==> src/hw/dgpio_defines.svh <==
`ifndef DGPIO_DEFINES_SVH
`define DGPIO_DEFINES_SVH

// Register word indices; the byte address is four times the index
`define DGPIO_IDX_PORT_C_LATCH 4'h2
`define DGPIO_IDX_PORT_D_LATCH 4'h3
`define DGPIO_IDX_PORT_C_DIR   4'h4
`define DGPIO_IDX_PORT_D_DIR   4'h5
`define DGPIO_IDX_PERIPH_CTRL  4'h6

// Peripheral control register field positions
`define DGPIO_PC_SPI_EN_BIT    0
`define DGPIO_PC_IR_EN_BIT     1
`define DGPIO_PC_PULLUP_DIS    2

// Reset values
`define DGPIO_DIR_RESET        8'h00
`define DGPIO_PC_RESET         3'h0

// Port C pin positions taken over by peripherals
`define DGPIO_SPI_LO           2
`define DGPIO_SPI_HI           5
`define DGPIO_IR_TX_PIN        6
`define DGPIO_IR_RX_PIN        7

`endif

==> src/hw/dgpio_pkg.sv <==
package dgpio_pkg;
   typedef logic [7:0] dgpio_byte_t;
   typedef enum logic [1:0] {
      DGPIO_IDLE   = 2'b01,
      DGPIO_ACCESS = 2'b10
   } dgpio_bus_state_t;
endpackage

==> src/hw/dgpio_top.sv <==
`timescale 1ns/1ps
// What this block does
// Port C latch, software RW, reset keeps
// Port D latch, software RW, reset keeps
// Port C direction 1 drives, 0 floats
// Port D direction 1 drives, 0 floats
// Reset clears port C direction
// Reset clears port D direction
// Port C read: latch if output, else pin
// Port D read: latch if output, else pin
// Latch writes accepted whatever direction
// Input pin unaffected by latch write
// SPI enable takes port C pins 2-5
// IR serial enable takes pins 6, 7
// Port C pin 0 always feeds interrupt
// Pin 0 pullup on unless disable set
// Keypad enable marks port D pins
// Software presets C data before output
// Software presets D data before output
// Software sets unbonded pins as outputs
// Registers kept and restored after override
// Writes land at access edge, pins next
`include "dgpio_defines.svh"

module dgpio_top (
   input  wire logic                   clk_sys_in,
   input  wire logic                   rst_in,
   // APB slave
   input  wire logic                   psel,
   input  wire logic                   penable,
   input  wire logic                   pwrite,
   input  wire logic [11:0]            paddr,
   input  wire logic [31:0]            pwdata,
   output logic      [31:0]            prdata,
   output logic                        pready,
   output logic                        pslverr,
   // Port C pins
   input  wire logic [7:0]             port_c_pin_in,
   output logic      [7:0]             port_c_pin_out,
   output logic      [7:0]             port_c_pin_oe_out,
   output logic                        port_c0_pullup_out,
   // Port D pins
   input  wire logic [7:0]             port_d_pin_in,
   output logic      [7:0]             port_d_pin_out,
   output logic      [7:0]             port_d_pin_oe_out,
   // SPI peripheral side, pins 2..5
   input  wire logic [3:0]             spi_pin_out_in,
   input  wire logic [3:0]             spi_pin_oe_in,
   output logic      [3:0]             spi_pin_in_out,
   output logic                        serial_periph_enable_out,
   // IR serial peripheral side
   input  wire logic                   ir_serial_transmit_line_in,
   output logic                        ir_serial_receive_line_out,
   output logic                        ir_serial_enable_out,
   // Interrupt and keypad routing
   output logic                        second_external_interrupt_out,
   input  wire logic [7:0]             keypad_irq_enable_bits_in,
   output logic      [7:0]             keypad_irq_inputs_out
);
   import dgpio_pkg::*;

   // ------------------------------------------------------------
   // Registers
   // ------------------------------------------------------------
   dgpio_byte_t      c_latch_q, c_latch_d;
   dgpio_byte_t      d_latch_q, d_latch_d;
   dgpio_byte_t      c_dir_q, c_dir_d;
   dgpio_byte_t      d_dir_q, d_dir_d;
   logic [2:0]       pctl_q, pctl_d;
   logic [31:0]      rdata_q, rdata_d;
   logic             err_q, err_d;
   dgpio_bus_state_t st_q, st_d;
   dgpio_byte_t      c_sync;
   dgpio_byte_t      d_sync;
   logic             wr_fire;
   logic             rd_fire;
   logic [3:0]       idx;
   logic             mapped;

   // ------------------------------------------------------------
   // Pin synchronisers
   // ------------------------------------------------------------
   dgpio_pin_sync #(.WIDTH(8)) u_sync_c (
      .clk_sys_in (clk_sys_in),
      .rst_in     (rst_in),
      .async_in   (port_c_pin_in),
      .sync_out   (c_sync)
   );

   dgpio_pin_sync #(.WIDTH(8)) u_sync_d (
      .clk_sys_in (clk_sys_in),
      .rst_in     (rst_in),
      .async_in   (port_d_pin_in),
      .sync_out   (d_sync)
   );

   // Per-bit readback select, used for both ports
   function automatic dgpio_byte_t mix_read(input dgpio_byte_t dir,
                                            input dgpio_byte_t lat,
                                            input dgpio_byte_t pin);
      mix_read = (dir & lat) | (~dir & pin);
   endfunction

   // ------------------------------------------------------------
   // APB decode: one wait state, answer in access cycle 2
   // ------------------------------------------------------------
   assign idx    = paddr[5:2];
   assign mapped = (paddr[11:6] == 6'h00) && (paddr[1:0] == 2'b00) &&
                   (idx >= `DGPIO_IDX_PORT_C_LATCH) &&
                   (idx <= `DGPIO_IDX_PERIPH_CTRL);
   assign wr_fire = (st_q == DGPIO_ACCESS) && psel && penable && pwrite;
   assign rd_fire = (st_q == DGPIO_ACCESS) && psel && penable && !pwrite;

   // Bus state: IDLE until access phase, ACCESS gives pready
   always_comb begin
      st_d = st_q;
      unique case (st_q)
         DGPIO_IDLE: begin
            if (psel && penable) begin
               st_d = DGPIO_ACCESS;
            end
         end
         DGPIO_ACCESS: begin
            st_d = DGPIO_IDLE;
         end
         default: begin
            st_d = DGPIO_IDLE;
         end
      endcase
   end

   // Register writes, accepted whatever the direction bits
   always_comb begin
      c_latch_d = c_latch_q;
      d_latch_d = d_latch_q;
      c_dir_d   = c_dir_q;
      d_dir_d   = d_dir_q;
      pctl_d    = pctl_q;
      if (wr_fire && mapped) begin
         unique case (idx)
            `DGPIO_IDX_PORT_C_LATCH: c_latch_d = pwdata[7:0];
            `DGPIO_IDX_PORT_D_LATCH: d_latch_d = pwdata[7:0];
            `DGPIO_IDX_PORT_C_DIR:   c_dir_d   = pwdata[7:0];
            `DGPIO_IDX_PORT_D_DIR:   d_dir_d   = pwdata[7:0];
            default:                 pctl_d    = pwdata[2:0];
         endcase
      end
   end

   // Read data registered one edge before the completing edge
   always_comb begin
      rdata_d = 32'h0000_0000;
      err_d   = 1'b0;
      if (psel && penable && (st_q == DGPIO_IDLE)) begin
         err_d = !mapped;
         if (!pwrite && mapped) begin
            unique case (idx)
               `DGPIO_IDX_PORT_C_LATCH:
                  rdata_d[7:0] = mix_read(c_dir_q, c_latch_q, c_sync);
               `DGPIO_IDX_PORT_D_LATCH:
                  rdata_d[7:0] = mix_read(d_dir_q, d_latch_q, d_sync);
               `DGPIO_IDX_PORT_C_DIR:   rdata_d[7:0] = c_dir_q;
               `DGPIO_IDX_PORT_D_DIR:   rdata_d[7:0] = d_dir_q;
               default:                 rdata_d[2:0] = pctl_q;
            endcase
         end
      end
   end

   // Latches have no reset: contents survive a system reset
   always_ff @(posedge clk_sys_in) begin
      c_latch_q <= c_latch_d;
      d_latch_q <= d_latch_d;
   end

   // Control state with reset
   always_ff @(posedge clk_sys_in or posedge rst_in) begin
      if (rst_in) begin
         c_dir_q <= `DGPIO_DIR_RESET;
         d_dir_q <= `DGPIO_DIR_RESET;
         pctl_q  <= `DGPIO_PC_RESET;
         rdata_q <= 32'h0000_0000;
         err_q   <= 1'b0;
         st_q    <= DGPIO_IDLE;
      end else begin
         c_dir_q <= c_dir_d;
         d_dir_q <= d_dir_d;
         pctl_q  <= pctl_d;
         rdata_q <= rdata_d;
         err_q   <= err_d;
         st_q    <= st_d;
      end
   end

   assign pready  = (st_q == DGPIO_ACCESS);
   assign prdata  = rdata_q;
   assign pslverr = pready && err_q;

   // ------------------------------------------------------------
   // Pin muxing: peripherals override, registers left intact
   // ------------------------------------------------------------
   logic spi_en;
   logic ir_en;
   assign spi_en = pctl_q[`DGPIO_PC_SPI_EN_BIT];
   assign ir_en  = pctl_q[`DGPIO_PC_IR_EN_BIT];

   genvar gi;
   generate
      for (gi = 0; gi < 8; gi++) begin : g_portc
         if (gi >= `DGPIO_SPI_LO && gi <= `DGPIO_SPI_HI) begin : g_spi
            // SPI owns the pin while enabled
            assign port_c_pin_out[gi] = spi_en ?
               spi_pin_out_in[gi-`DGPIO_SPI_LO] : c_latch_q[gi];
            assign port_c_pin_oe_out[gi] = spi_en ?
               spi_pin_oe_in[gi-`DGPIO_SPI_LO] : c_dir_q[gi];
         end else if (gi == `DGPIO_IR_TX_PIN) begin : g_irtx
            assign port_c_pin_out[gi] = ir_en ?
               ir_serial_transmit_line_in : c_latch_q[gi];
            assign port_c_pin_oe_out[gi] = ir_en | c_dir_q[gi];
         end else if (gi == `DGPIO_IR_RX_PIN) begin : g_irrx
            assign port_c_pin_out[gi]    = c_latch_q[gi];
            assign port_c_pin_oe_out[gi] = !ir_en && c_dir_q[gi];
         end else begin : g_gp
            assign port_c_pin_out[gi]    = c_latch_q[gi];
            assign port_c_pin_oe_out[gi] = c_dir_q[gi];
         end
      end
   endgenerate

   assign port_d_pin_out    = d_latch_q;
   assign port_d_pin_oe_out = d_dir_q;

   // Peripheral inputs take the synchronised pin levels
   assign spi_pin_in_out = c_sync[`DGPIO_SPI_HI:`DGPIO_SPI_LO];
   assign ir_serial_receive_line_out = c_sync[`DGPIO_IR_RX_PIN];
   assign serial_periph_enable_out   = spi_en;
   assign ir_serial_enable_out       = ir_en;
   assign second_external_interrupt_out = c_sync[0];
   assign port_c0_pullup_out =
      !pctl_q[`DGPIO_PC_PULLUP_DIS];
   // Gated keypad inputs
   assign keypad_irq_inputs_out = d_sync & keypad_irq_enable_bits_in;

   // ------------------------------------------------------------
   // Assertions
   // ------------------------------------------------------------
   property p_dir_reset;
      @(posedge clk_sys_in) $fell(rst_in) |->
         (c_dir_q == 8'h00) && (d_dir_q == 8'h00);
   endproperty
   a_dir_reset: assert property (p_dir_reset)
      else $error("direction not cleared by reset");

   property p_c_write;
      @(posedge clk_sys_in) disable iff (rst_in)
         wr_fire && mapped && idx == `DGPIO_IDX_PORT_C_DIR
         ##1 !spi_en && !ir_en |-> port_c_pin_oe_out == $past(pwdata[7:0]);
   endproperty
   a_c_write: assert property (p_c_write)
      else $error("port C direction write not at pins");

   property p_d_latch;
      @(posedge clk_sys_in) disable iff (rst_in)
         wr_fire && mapped && idx == `DGPIO_IDX_PORT_D_LATCH |=>
         port_d_pin_out == $past(pwdata[7:0]);
   endproperty
   a_d_latch: assert property (p_d_latch)
      else $error("port D latch write lost");

   property p_d_read;
      @(posedge clk_sys_in) disable iff (rst_in)
         rd_fire && mapped && idx == `DGPIO_IDX_PORT_D_LATCH |->
         prdata[7:0] == $past(mix_read(d_dir_q, d_latch_q, d_sync));
   endproperty
   a_d_read: assert property (p_d_read)
      else $error("port D readback wrong");

   property p_spi;
      @(posedge clk_sys_in) disable iff (rst_in)
         spi_en |-> port_c_pin_oe_out[5:2] == spi_pin_oe_in;
   endproperty
   a_spi: assert property (p_spi)
      else $error("SPI override missing");

   property p_ready;
      @(posedge clk_sys_in) disable iff (rst_in)
         psel && penable && !pready |-> ##1 pready;
   endproperty
   a_ready: assert property (p_ready)
      else $error("pready late");

   property p_pullup;
      @(posedge clk_sys_in) disable iff (rst_in)
         wr_fire && mapped && idx == `DGPIO_IDX_PERIPH_CTRL &&
         pwdata[`DGPIO_PC_PULLUP_DIS] |=> !port_c0_pullup_out;
   endproperty
   a_pullup: assert property (p_pullup)
      else $error("pullup not disabled");

   property p_second_external_interrupt;
      @(posedge clk_sys_in) disable iff (rst_in)
         // Start only where reset sampled low: syncs were cleared before
         !rst_in |-> ##2
         second_external_interrupt_out == $past(port_c_pin_in[0], 2);
   endproperty
   a_second_external_interrupt: assert property (p_second_external_interrupt)
      else $error("pin 0 not routed to interrupt");
endmodule

==> src/hw/dgpio_pin_sync.sv <==
`timescale 1ns/1ps
// ---------------------------------------------------------------
// Two-stage synchroniser for a group of pins
// ---------------------------------------------------------------
module dgpio_pin_sync #(
   parameter int WIDTH = 8
) (
   input  wire logic             clk_sys_in,
   input  wire logic             rst_in,
   input  wire logic [WIDTH-1:0] async_in,
   output logic      [WIDTH-1:0] sync_out
);
   logic [WIDTH-1:0] meta_q;
   logic [WIDTH-1:0] meta_d;
   logic [WIDTH-1:0] sync_q;
   logic [WIDTH-1:0] sync_d;

   // First stage only feeds second stage
   always_comb begin
      meta_d = async_in;
      sync_d = meta_q;
   end

   always_ff @(posedge clk_sys_in or posedge rst_in) begin
      if (rst_in) begin
         meta_q <= '0;
         sync_q <= '0;
      end else begin
         meta_q <= meta_d;
         sync_q <= sync_d;
      end
   end

   assign sync_out = sync_q;
endmodule

==> config.mk <==
export PLATFORM = sky130hd
export DESIGN_NAME = dgpio_top
export DESIGN_NICKNAME = d
export VERILOG_FILES = /design/src/hw/dgpio_pkg.sv /design/src/hw/dgpio_top.sv /design/src/hw/dgpio_pin_sync.sv
export VERILOG_INCLUDE_DIRS = /design/src /design/src/hw
export SDC_FILE = /design/constraint.sdc
export NUM_CORES = 1
export LEC_CHECK = 0
export ABC_AREA = 1
export BUFFER_PORTS_ARGS = -buffer_cell sky130_fd_sc_hd__clkbuf_2
export CAP_MARGIN = 20
export CELL_PAD_IN_SITES_DETAIL_PLACEMENT = 1
export CELL_PAD_IN_SITES_GLOBAL_PLACEMENT = 1
export CORE_MARGIN = 4
export CORE_UTILIZATION = 34
export CTS_BUF_LIST = sky130_fd_sc_hd__clkbuf_8
export CTS_CLUSTER_SIZE = 8
export DETAILED_ROUTE_END_ITERATION = 10
export PLACE_DENSITY_LB_ADDON = 0.12
export RECOVER_POWER = 100
export SLEW_MARGIN = 5
export SYNTH_ARGS = -nofsm -noshare
export SYNTH_HDL_FRONTEND = slang
export SYNTH_SLANG_ARGS = --single-unit
==> constraint.sdc <==
create_clock -name clk_sys_in -period 2.3 [get_ports clk_sys_in]
set_clock_uncertainty 0.05 [all_clocks]
set_input_delay 0 -clock clk_sys_in [delete_from_list [all_inputs] [get_ports clk_sys_in]]
set_output_delay 0 -clock clk_sys_in [all_outputs]
set_load 0.01 [all_outputs]
==> flow_metrics.env, run 1 <==
export IMPL_hold_path_depth=5
export IMPL_p_sw_share_pct=21.9
export IMPL_synth_top_area_share_pct=43.4
export IMPL_min_path_type="primary input to register"
export IMPL_drt_initial_drc_count=93
export IMPL_antenna_found_initial=0
export IMPL_yosys_area_top_type="dfrtp_1"
export IMPL_pwr_share_clk_pct=42.4
export IMPL_dpl_hpwl_um=7220
export IMPL_ir_drop_v=0.000254
export IMPL_period_minus_slack_ns=2.14
export IMPL_cp_required_ns=2.48
export IMPL_netlist_area_um2=3520
export IMPL_final_common_cell="nand2_1"
export IMPL_wl_met1_um=4340
export IMPL_p_switching_mw=0.637
export IMPL_seq_power_share_pct=50.0
export IMPL_p_comb_share_pct=7.7
export IMPL_slew_headroom_pct=23.3
export IMPL_synthAdderAreaFrac_pct=0
export IMPL_fin_ws_ns=0.158
export IMPL_boundaryPins=165
export IMPL_fillCellCount=1247
export IMPL_ys_types=22
export IMPL_gp_congestion=0.719
export IMPL_grt_max_degree=34
export IMPL_cts_buffers=9
export IMPL_synth_simple_gate_area_share_pct=24.3
export IMPL_syn_to_final_growth_pct=28.6
export IMPL_startpoint_type="primary input"
export IMPL_synth_compound_area_share_pct=4.12
export IMPL_drive_gt1_share_pct=15.7
export IMPL_p_leak_nw=2.27
export IMPL_gr_total_overflow=0
export IMPL_antennaDiodeCount=0
export IMPL_critical_path_cell_chain="dlygate4sd3_1 > clkbuf_2 > nand2_1 > dlygate4sd3_1 > inv_1 > nand2_1 > nor2_2 > buf_4 > nand4_2 > nand2_1 > nand2_1"
export IMPL_grt_pass1_vias=3096
export IMPL_yosysSeqAreaShare_pct=57.7
export IMPL_grt_usage_pct=17.5
export IMPL_maxUsedRoutingLayer="met4"
export IMPL_vias_per_cell=4.46
export IMPL_dieArea_um2=12000
export IMPL_multi_input_area_um2=1090
export IMPL_synth_xor_area_share_pct=0
export IMPL_cts_buffer_depth=2
export IMPL_clock_latency_ns=0.34
export IMPL_critPathArrivalTime_ns=2.32
export IMPL_fmax_mhz=467
export IMPL_hold_viol_final=0
export IMPL_critPathKind="primary input to register"
export IMPL_p_int_mw=2.27
export IMPL_synth_top_family_by_area="simple AND/OR/NAND/NOR gates"
export IMPL_vias=3008
export IMPL_cp_slowest_cell="dlygate4sd3_1"
export IMPL_die_x_um=110
export IMPL_synthMuxAreaShare_pct=0
export IMPL_wl_met3_um=554
export IMPL_route_met2_wl_um=5150
export IMPL_max_cap_viol_count=0
export IMPL_cpMostUsedCell="nand2_1"
export IMPL_cts_root_buf="clkbuf_8"
export IMPL_status="completed"
export IMPL_setup_violations=0
export IMPL_chipHeight_um=110
export IMPL_wire_per_inst_um=15.1
export IMPL_crit_start="penable"
export IMPL_ant_nets=0
export IMPL_cts_resized=0
export IMPL_synth_seq_cells=78
export IMPL_timing_rr_start="st_q[0]"
export IMPL_final_core_util_pct=45.7
export IMPL_io_buffer_count=116
export IMPL_ff2ff_path_depth=6
export IMPL_numClockSinks=78
export IMPL_avgSynthCellArea_um2=8.98
export IMPL_min_from="paddr[4]"
export IMPL_nNetsFinal=618
export IMPL_rsz0062_at_grt="yes"
export IMPL_grt_pass1_wl_um=15900
export IMPL_path_max_fanout=22
export IMPL_clkSlewWorstSetupHoldPaths_ns=0.08
export IMPL_register_area_um2=2030
export IMPL_core_um2=9910
export IMPL_htreeDepth=3
export IMPL_cts_setup_buffers=0
export IMPL_pre_cts_ws_ns=0.569
export IMPL_drc=0
export IMPL_dr_pass1_iters=4
export IMPL_critPathMaxStageDelay_ns=0.54
export IMPL_start_util_pct=35.5
export IMPL_worst_pin_slew_ns=1.15
export IMPL_slew_violations=0
export IMPL_period_share_pct=93.1
export IMPL_synth_area_leaders="dfrtp_1 (43%), edfxtp_1 (14%), nand2_1 (13%)"
export IMPL_ys_warnings_count=0
export IMPL_worstSetupEndpointType="register"
export IMPL_power_density_nw_per_um2=643
export IMPL_cts_tree="built"
export IMPL_most_common_layout_cells="nand2_1 (119), clkbuf_1 (68), dfrtp_1 (61)"
export IMPL_syn_inst=392
export IMPL_core_rowCount=36
export IMPL_wl_um=10200
==> through the flow <==
step	hold WS, ns	instances	setup TNS, ns	cell area, um2	power (mW)
after global routing	0.149	674	-0.424	4530	3.05
after detailed placement	0.0605	630	0	4130	1.68
final	0.149	674	0	4530	2.91
after global placement	0.0578	630	0	4130	1.67
after floorplan	-0.0186	415	0	3610	1.61
after CTS	0.132	674	0	4650	2.96
==> sequential cells by signal, summed over array words and instances, names as in the netlist <==
register	cells
c_dir_q	8
c_latch_q	8
err_q	1
pctl_q	3
port_d_pin_oe_out	8
port_d_pin_out	8
prdata	8
st_q	2
u_sync_c.meta_q	8
u_sync_c.sync_out	8
u_sync_d.meta_q	8
u_sync_d.sync_out	8
==> Yosys cell counts, drive strengths merged <==
master  instances
nor2           35
inv            48
nor3            4
nand4          22
dfrtp          61
dfstp           1
or2             1
edfxtp         16
nand2         119
o21ai          29
conb            1
clkbuf          3
nand3          14
buf            38
==> worst max-delay path: cells and delay by family <==
kind | cells | cell delay [ns]
buffers and inverters | 5 | 1.52
and+or+nand+nor | 6 | 0.79
==> timing repair <==
action | in CTS | in global routing
hold buffers | 28 | 0
endpoints found under the setup margin | 0 | 9
hold endpoints to repair | 86 | 0
==> cell families after synthesis <==
group                  after synthesis
other                                1
AND/OR/NAND/NOR                    195
flip-flops                          78
AO/OA/AOI/OAI                       29
buffers and inverters               89
==> power by group through the flow <==
stage	clock network, mW	registers (mW)	logic [mW]
after floorplan	0	1.48	0.131
after global placement	0	1.48	0.193
after detailed placement	0	1.48	0.197
after CTS	1.27	1.45	0.235
after global routing	1.34	1.46	0.255
final	1.23	1.45	0.223
==> routing by layer <==
| layer | vias up | global-route usage [%] |
|---|---|---|
| li1 | 1467 | - |
| met4 | 0 | 4.81 |
| met1 | 1429 | 22.4 |
| met5 | - | 0 |
| met3 | 11 | 3.29 |
| met2 | 101 | 30.3 |
==> path summary, 6_finish.rpt <==
kind                                        endpoint  slack, ns
worst min-delay path            port_d_pin_oe_out[6]       0.15
min in group asynchronous                 c_dir_q[7]       0.43
worst max-delay path            port_d_pin_oe_out[1]       0.16
worst min register to register  u_sync_c.sync_out[0]       0.30
max in group asynchronous       port_d_pin_oe_out[0]       0.39
worst max register to register             prdata[3]       0.57
==> cell type report <==
type / instances / share of cell area, %
Inverter: 48 / 3.98
Clock buffer: 10 / 3.04
Clock inverter: 6 / 2.27
Multi-Input combinational cell: 248 / 24.1
Timing Repair Buffer: 151 / 18.0
Tap cell: 133 / 3.68
Sequential cell: 78 / 44.9
Power figures use the tool's default switching activity.
==> run 2: changes to the inputs <==
CORE_UTILIZATION = 35   (was 34)
SYNTH_HIERARCHICAL = 1   (was default)
==> run 2 against run 1 <==
Compared with the run above:
- hold slack gained 0.019 ns
- register-to-register slack is essentially flat
- area after synthesis grew 0.75%
- via count grew 1.8%
- critical endpoint is now c_latch_q[4]
- largest cell class unchanged
- highest routed layer unchanged
==> flow_metrics.env, run 2 <==
export IMPL_status="completed"
export IMPL_cpMostUsedCell="nand2_1"
export IMPL_start_util_pct=36.1
export IMPL_syn_to_final_growth_pct=28.4
export IMPL_fmax_mhz=464
export IMPL_dpl_cell_area_um2=4150
export IMPL_syn_inst=391
export IMPL_slew_headroom_pct=47.0
export IMPL_p_int_mw=2.05
export IMPL_final_common_cell="nand2_1"
export IMPL_io_buffer_count=116
export IMPL_grt_pass1_wl_um=16300
export IMPL_use_met3_pct=3.43
export IMPL_dr_pass1_iters=5
export IMPL_synth_edf_count=16
export IMPL_ant_nets=0
export IMPL_cts_tree="built"
export IMPL_grt_usage_pct=18.1
export IMPL_yosys_area_top_type="dfrtp_1"
export IMPL_pwr_share_clk_pct=39.2
export IMPL_vias_per_cell=4.51
export IMPL_slew_violations=0
export IMPL_timing_rr_start="st_q[0]"
export IMPL_cts_buffer_depth=2
export IMPL_fillCellCount=1248
export IMPL_synth_most_common_cell="nand2_1"
export IMPL_p_sw_share_pct=25.9
export IMPL_dpl_hpwl_um=7590
export IMPL_ir_drop_v=0.000320
export IMPL_grt_max_degree=31
export IMPL_grt_use_met2_pct=32.1
export IMPL_min_from="paddr[2]"
export IMPL_core_rowCount=36
export IMPL_path_max_fanout=8
export IMPL_antennaDiodeCount=0
export IMPL_critPathMaxStageDelay_ns=0.55
export IMPL_grt_busiest_layer="met2"
export IMPL_period_share_pct=93.6
export IMPL_clock_latency_ns=0.35
export IMPL_power_density_nw_per_um2=608
export IMPL_crit_start="penable"
export IMPL_critical_path_cell_chain="dlygate4sd3_1 > clkbuf_2 > nand2_1 > dlygate4sd3_1 > clkinv_1 > nand2_1 > nor2_4 > nand2_1 > nor3_1 > buf_4"
export IMPL_p_leak_nw=2.28
export IMPL_die_x_um=109
export IMPL_cts_resized=0
export IMPL_yosysSeqAreaShare_pct=57.3
export IMPL_synth_top_area_share_pct=43.0
export IMPL_ys_types=24
export IMPL_gp_congestion=0.822
export IMPL_critPathKind="primary input to register"
export IMPL_hold_viol_final=0
export IMPL_netlist_area_um2=3550
export IMPL_antenna_found_initial=0
export IMPL_dp_cells=633
export IMPL_rsz0062_at_grt="no"
export IMPL_final_core_util_pct=46.4
export IMPL_wire_per_inst_um=15.3
export IMPL_worst_pin_slew_ns=0.795
export IMPL_synthFlopType="dfrtp_1"
export IMPL_synth_async_reset_ratio_pct=79.5
export IMPL_startpoint_type="primary input"
export IMPL_most_common_layout_cells="nand2_1 (122), clkbuf_1 (68), dfrtp_1 (61)"
export IMPL_gr_total_overflow=0
export IMPL_chipHeight_um=109
export IMPL_drt_initial_drc_count=109
export IMPL_cts_buffers=9
export IMPL_vias=3063
export IMPL_final_cells=679
export IMPL_cts_root_buf="clkbuf_8"
export IMPL_worstSetupEndpointType="register"
export IMPL_avgSynthCellArea_um2=9.07
export IMPL_ys_warnings_count=6
export IMPL_max_cap_viol_count=0
export IMPL_dieArea_um2=11800
export IMPL_cp_top_family="buffers and inverters"
export IMPL_wl_um=10400
export IMPL_boundaryPins=165
export IMPL_path_buf_inv=5
export IMPL_htreeDepth=3
export IMPL_grt_pass1_vias=3146
export IMPL_fin_setup_tns_ns=0
export IMPL_drc=0
export IMPL_cp_required_ns=2.31
export IMPL_setup_violations=0
export IMPL_nNetsFinal=623
export IMPL_numClockSinks=78
export IMPL_p_switching_mw=0.716
export IMPL_synth_seq_cells=78
export IMPL_min_path_type="primary input to register"
export IMPL_postLayoutCellArea_um2=4550
export IMPL_period_minus_slack_ns=2.15
export IMPL_critPathArrivalTime_ns=2.17
export IMPL_synth_common_cells="nand2_1 (122), dfrtp_1 (61), inv_1 (47), buf_4 (29), nor2_1 (26)"
export IMPL_seq_power_share_pct=52.6
export IMPL_cp_slowest_cell="dlygate4sd3_1"
export IMPL_drive_gt1_share_pct=16.5
export IMPL_core_um2=9820
export IMPL_clkSlewWorstSetupHoldPaths_ns=0.09
export IMPL_p_comb_share_pct=8.3
export IMPL_synth_area_leaders="dfrtp_1 (43%), edfxtp_1 (14%), nand2_1 (13%)"
export IMPL_grtUsageMet1_pct=22.8
run 2: path summary, 6_finish.rpt:
kind	depth (start not counted)	slack, ns	to
worst min register to register	0	0.30	u_sync_d/sync_out[7]
worst max register to register	6	0.58	prdata[4]
worst min-delay path	6	0.17	prdata[1]
worst max-delay path	10	0.15	c_latch_q[4]
max in group asynchronous	4	1.29	err_q
min in group asynchronous	3	0.24	u_sync_d/meta_q[5]
run 2: kinds of logic (layout without fill, tap and decap cells):
logic type             Yosys count  after routing  share of synthesized area (%)
AND/OR/NAND/NOR                198            198                           25.5
buffers and inverters           88            220                           13.3
flip-flops                      78             78                           57.3
AO/OA/AOI/OAI                   26             26                           3.77
other                            1             24                          0.106
run 2: layout make-up:
type / instances / area, um2 / share of cell area [%]
inverters: 51 / 193 / 4.23
well taps: 133 / 166 / 3.65
flip-flops and latches: 78 / 2030 / 44.7
repair buffers: 153 / 835 / 18.3
clock inverters: 7 / 80.1 / 1.76
multi-input cells: 248 / 1120 / 24.6
clock buffers: 9 / 124 / 2.72
run 2: power groups by stage:
stage                     Combinational [mW]  Sequential, mW  Clock [mW]
after floorplan                        0.128            1.48           0
after global placement                 0.195            1.48           0
after detailed placement               0.199            1.49           0
after CTS                              0.237            1.46        1.12
after global routing                   0.260            1.46        1.17
final                                  0.228            1.46        1.08
run 2: timing repair:
action                                 in CTS  in global routing
endpoints found under the hold margin     118                  0
setup buffers                               0                  2
setup endpoints to repair                   0                  5
hold buffers                               28                  0
run 2: worst min-delay path, delay by kind of cell:
family	cells	cell delay, ns
and+or+nand+nor	5	0.38
buffers and inverters	1	0.15
run 2: through the flow:
step | setup WS [ns] | power [mW] | hold slack (ns)
2_1_floorplan | 0.284 | 1.61 | -0.136
3_3_place_gp | 0.561 | 1.68 | 0.0566
3_5_place_dp | 0.533 | 1.68 | 0.0600
4_1_cts | 0.0903 | 2.82 | 0.156
5_1_grt | 0.0518 | 2.89 | 0.169
6_report | 0.146 | 2.77 | 0.168
run 2: per-layer routing:
layer,up-vias,share of wire (%)
met3,10,5.8
met1,1481,42
met2,95,51
met4,0,1.3
met5,-,0
li1,1477,-
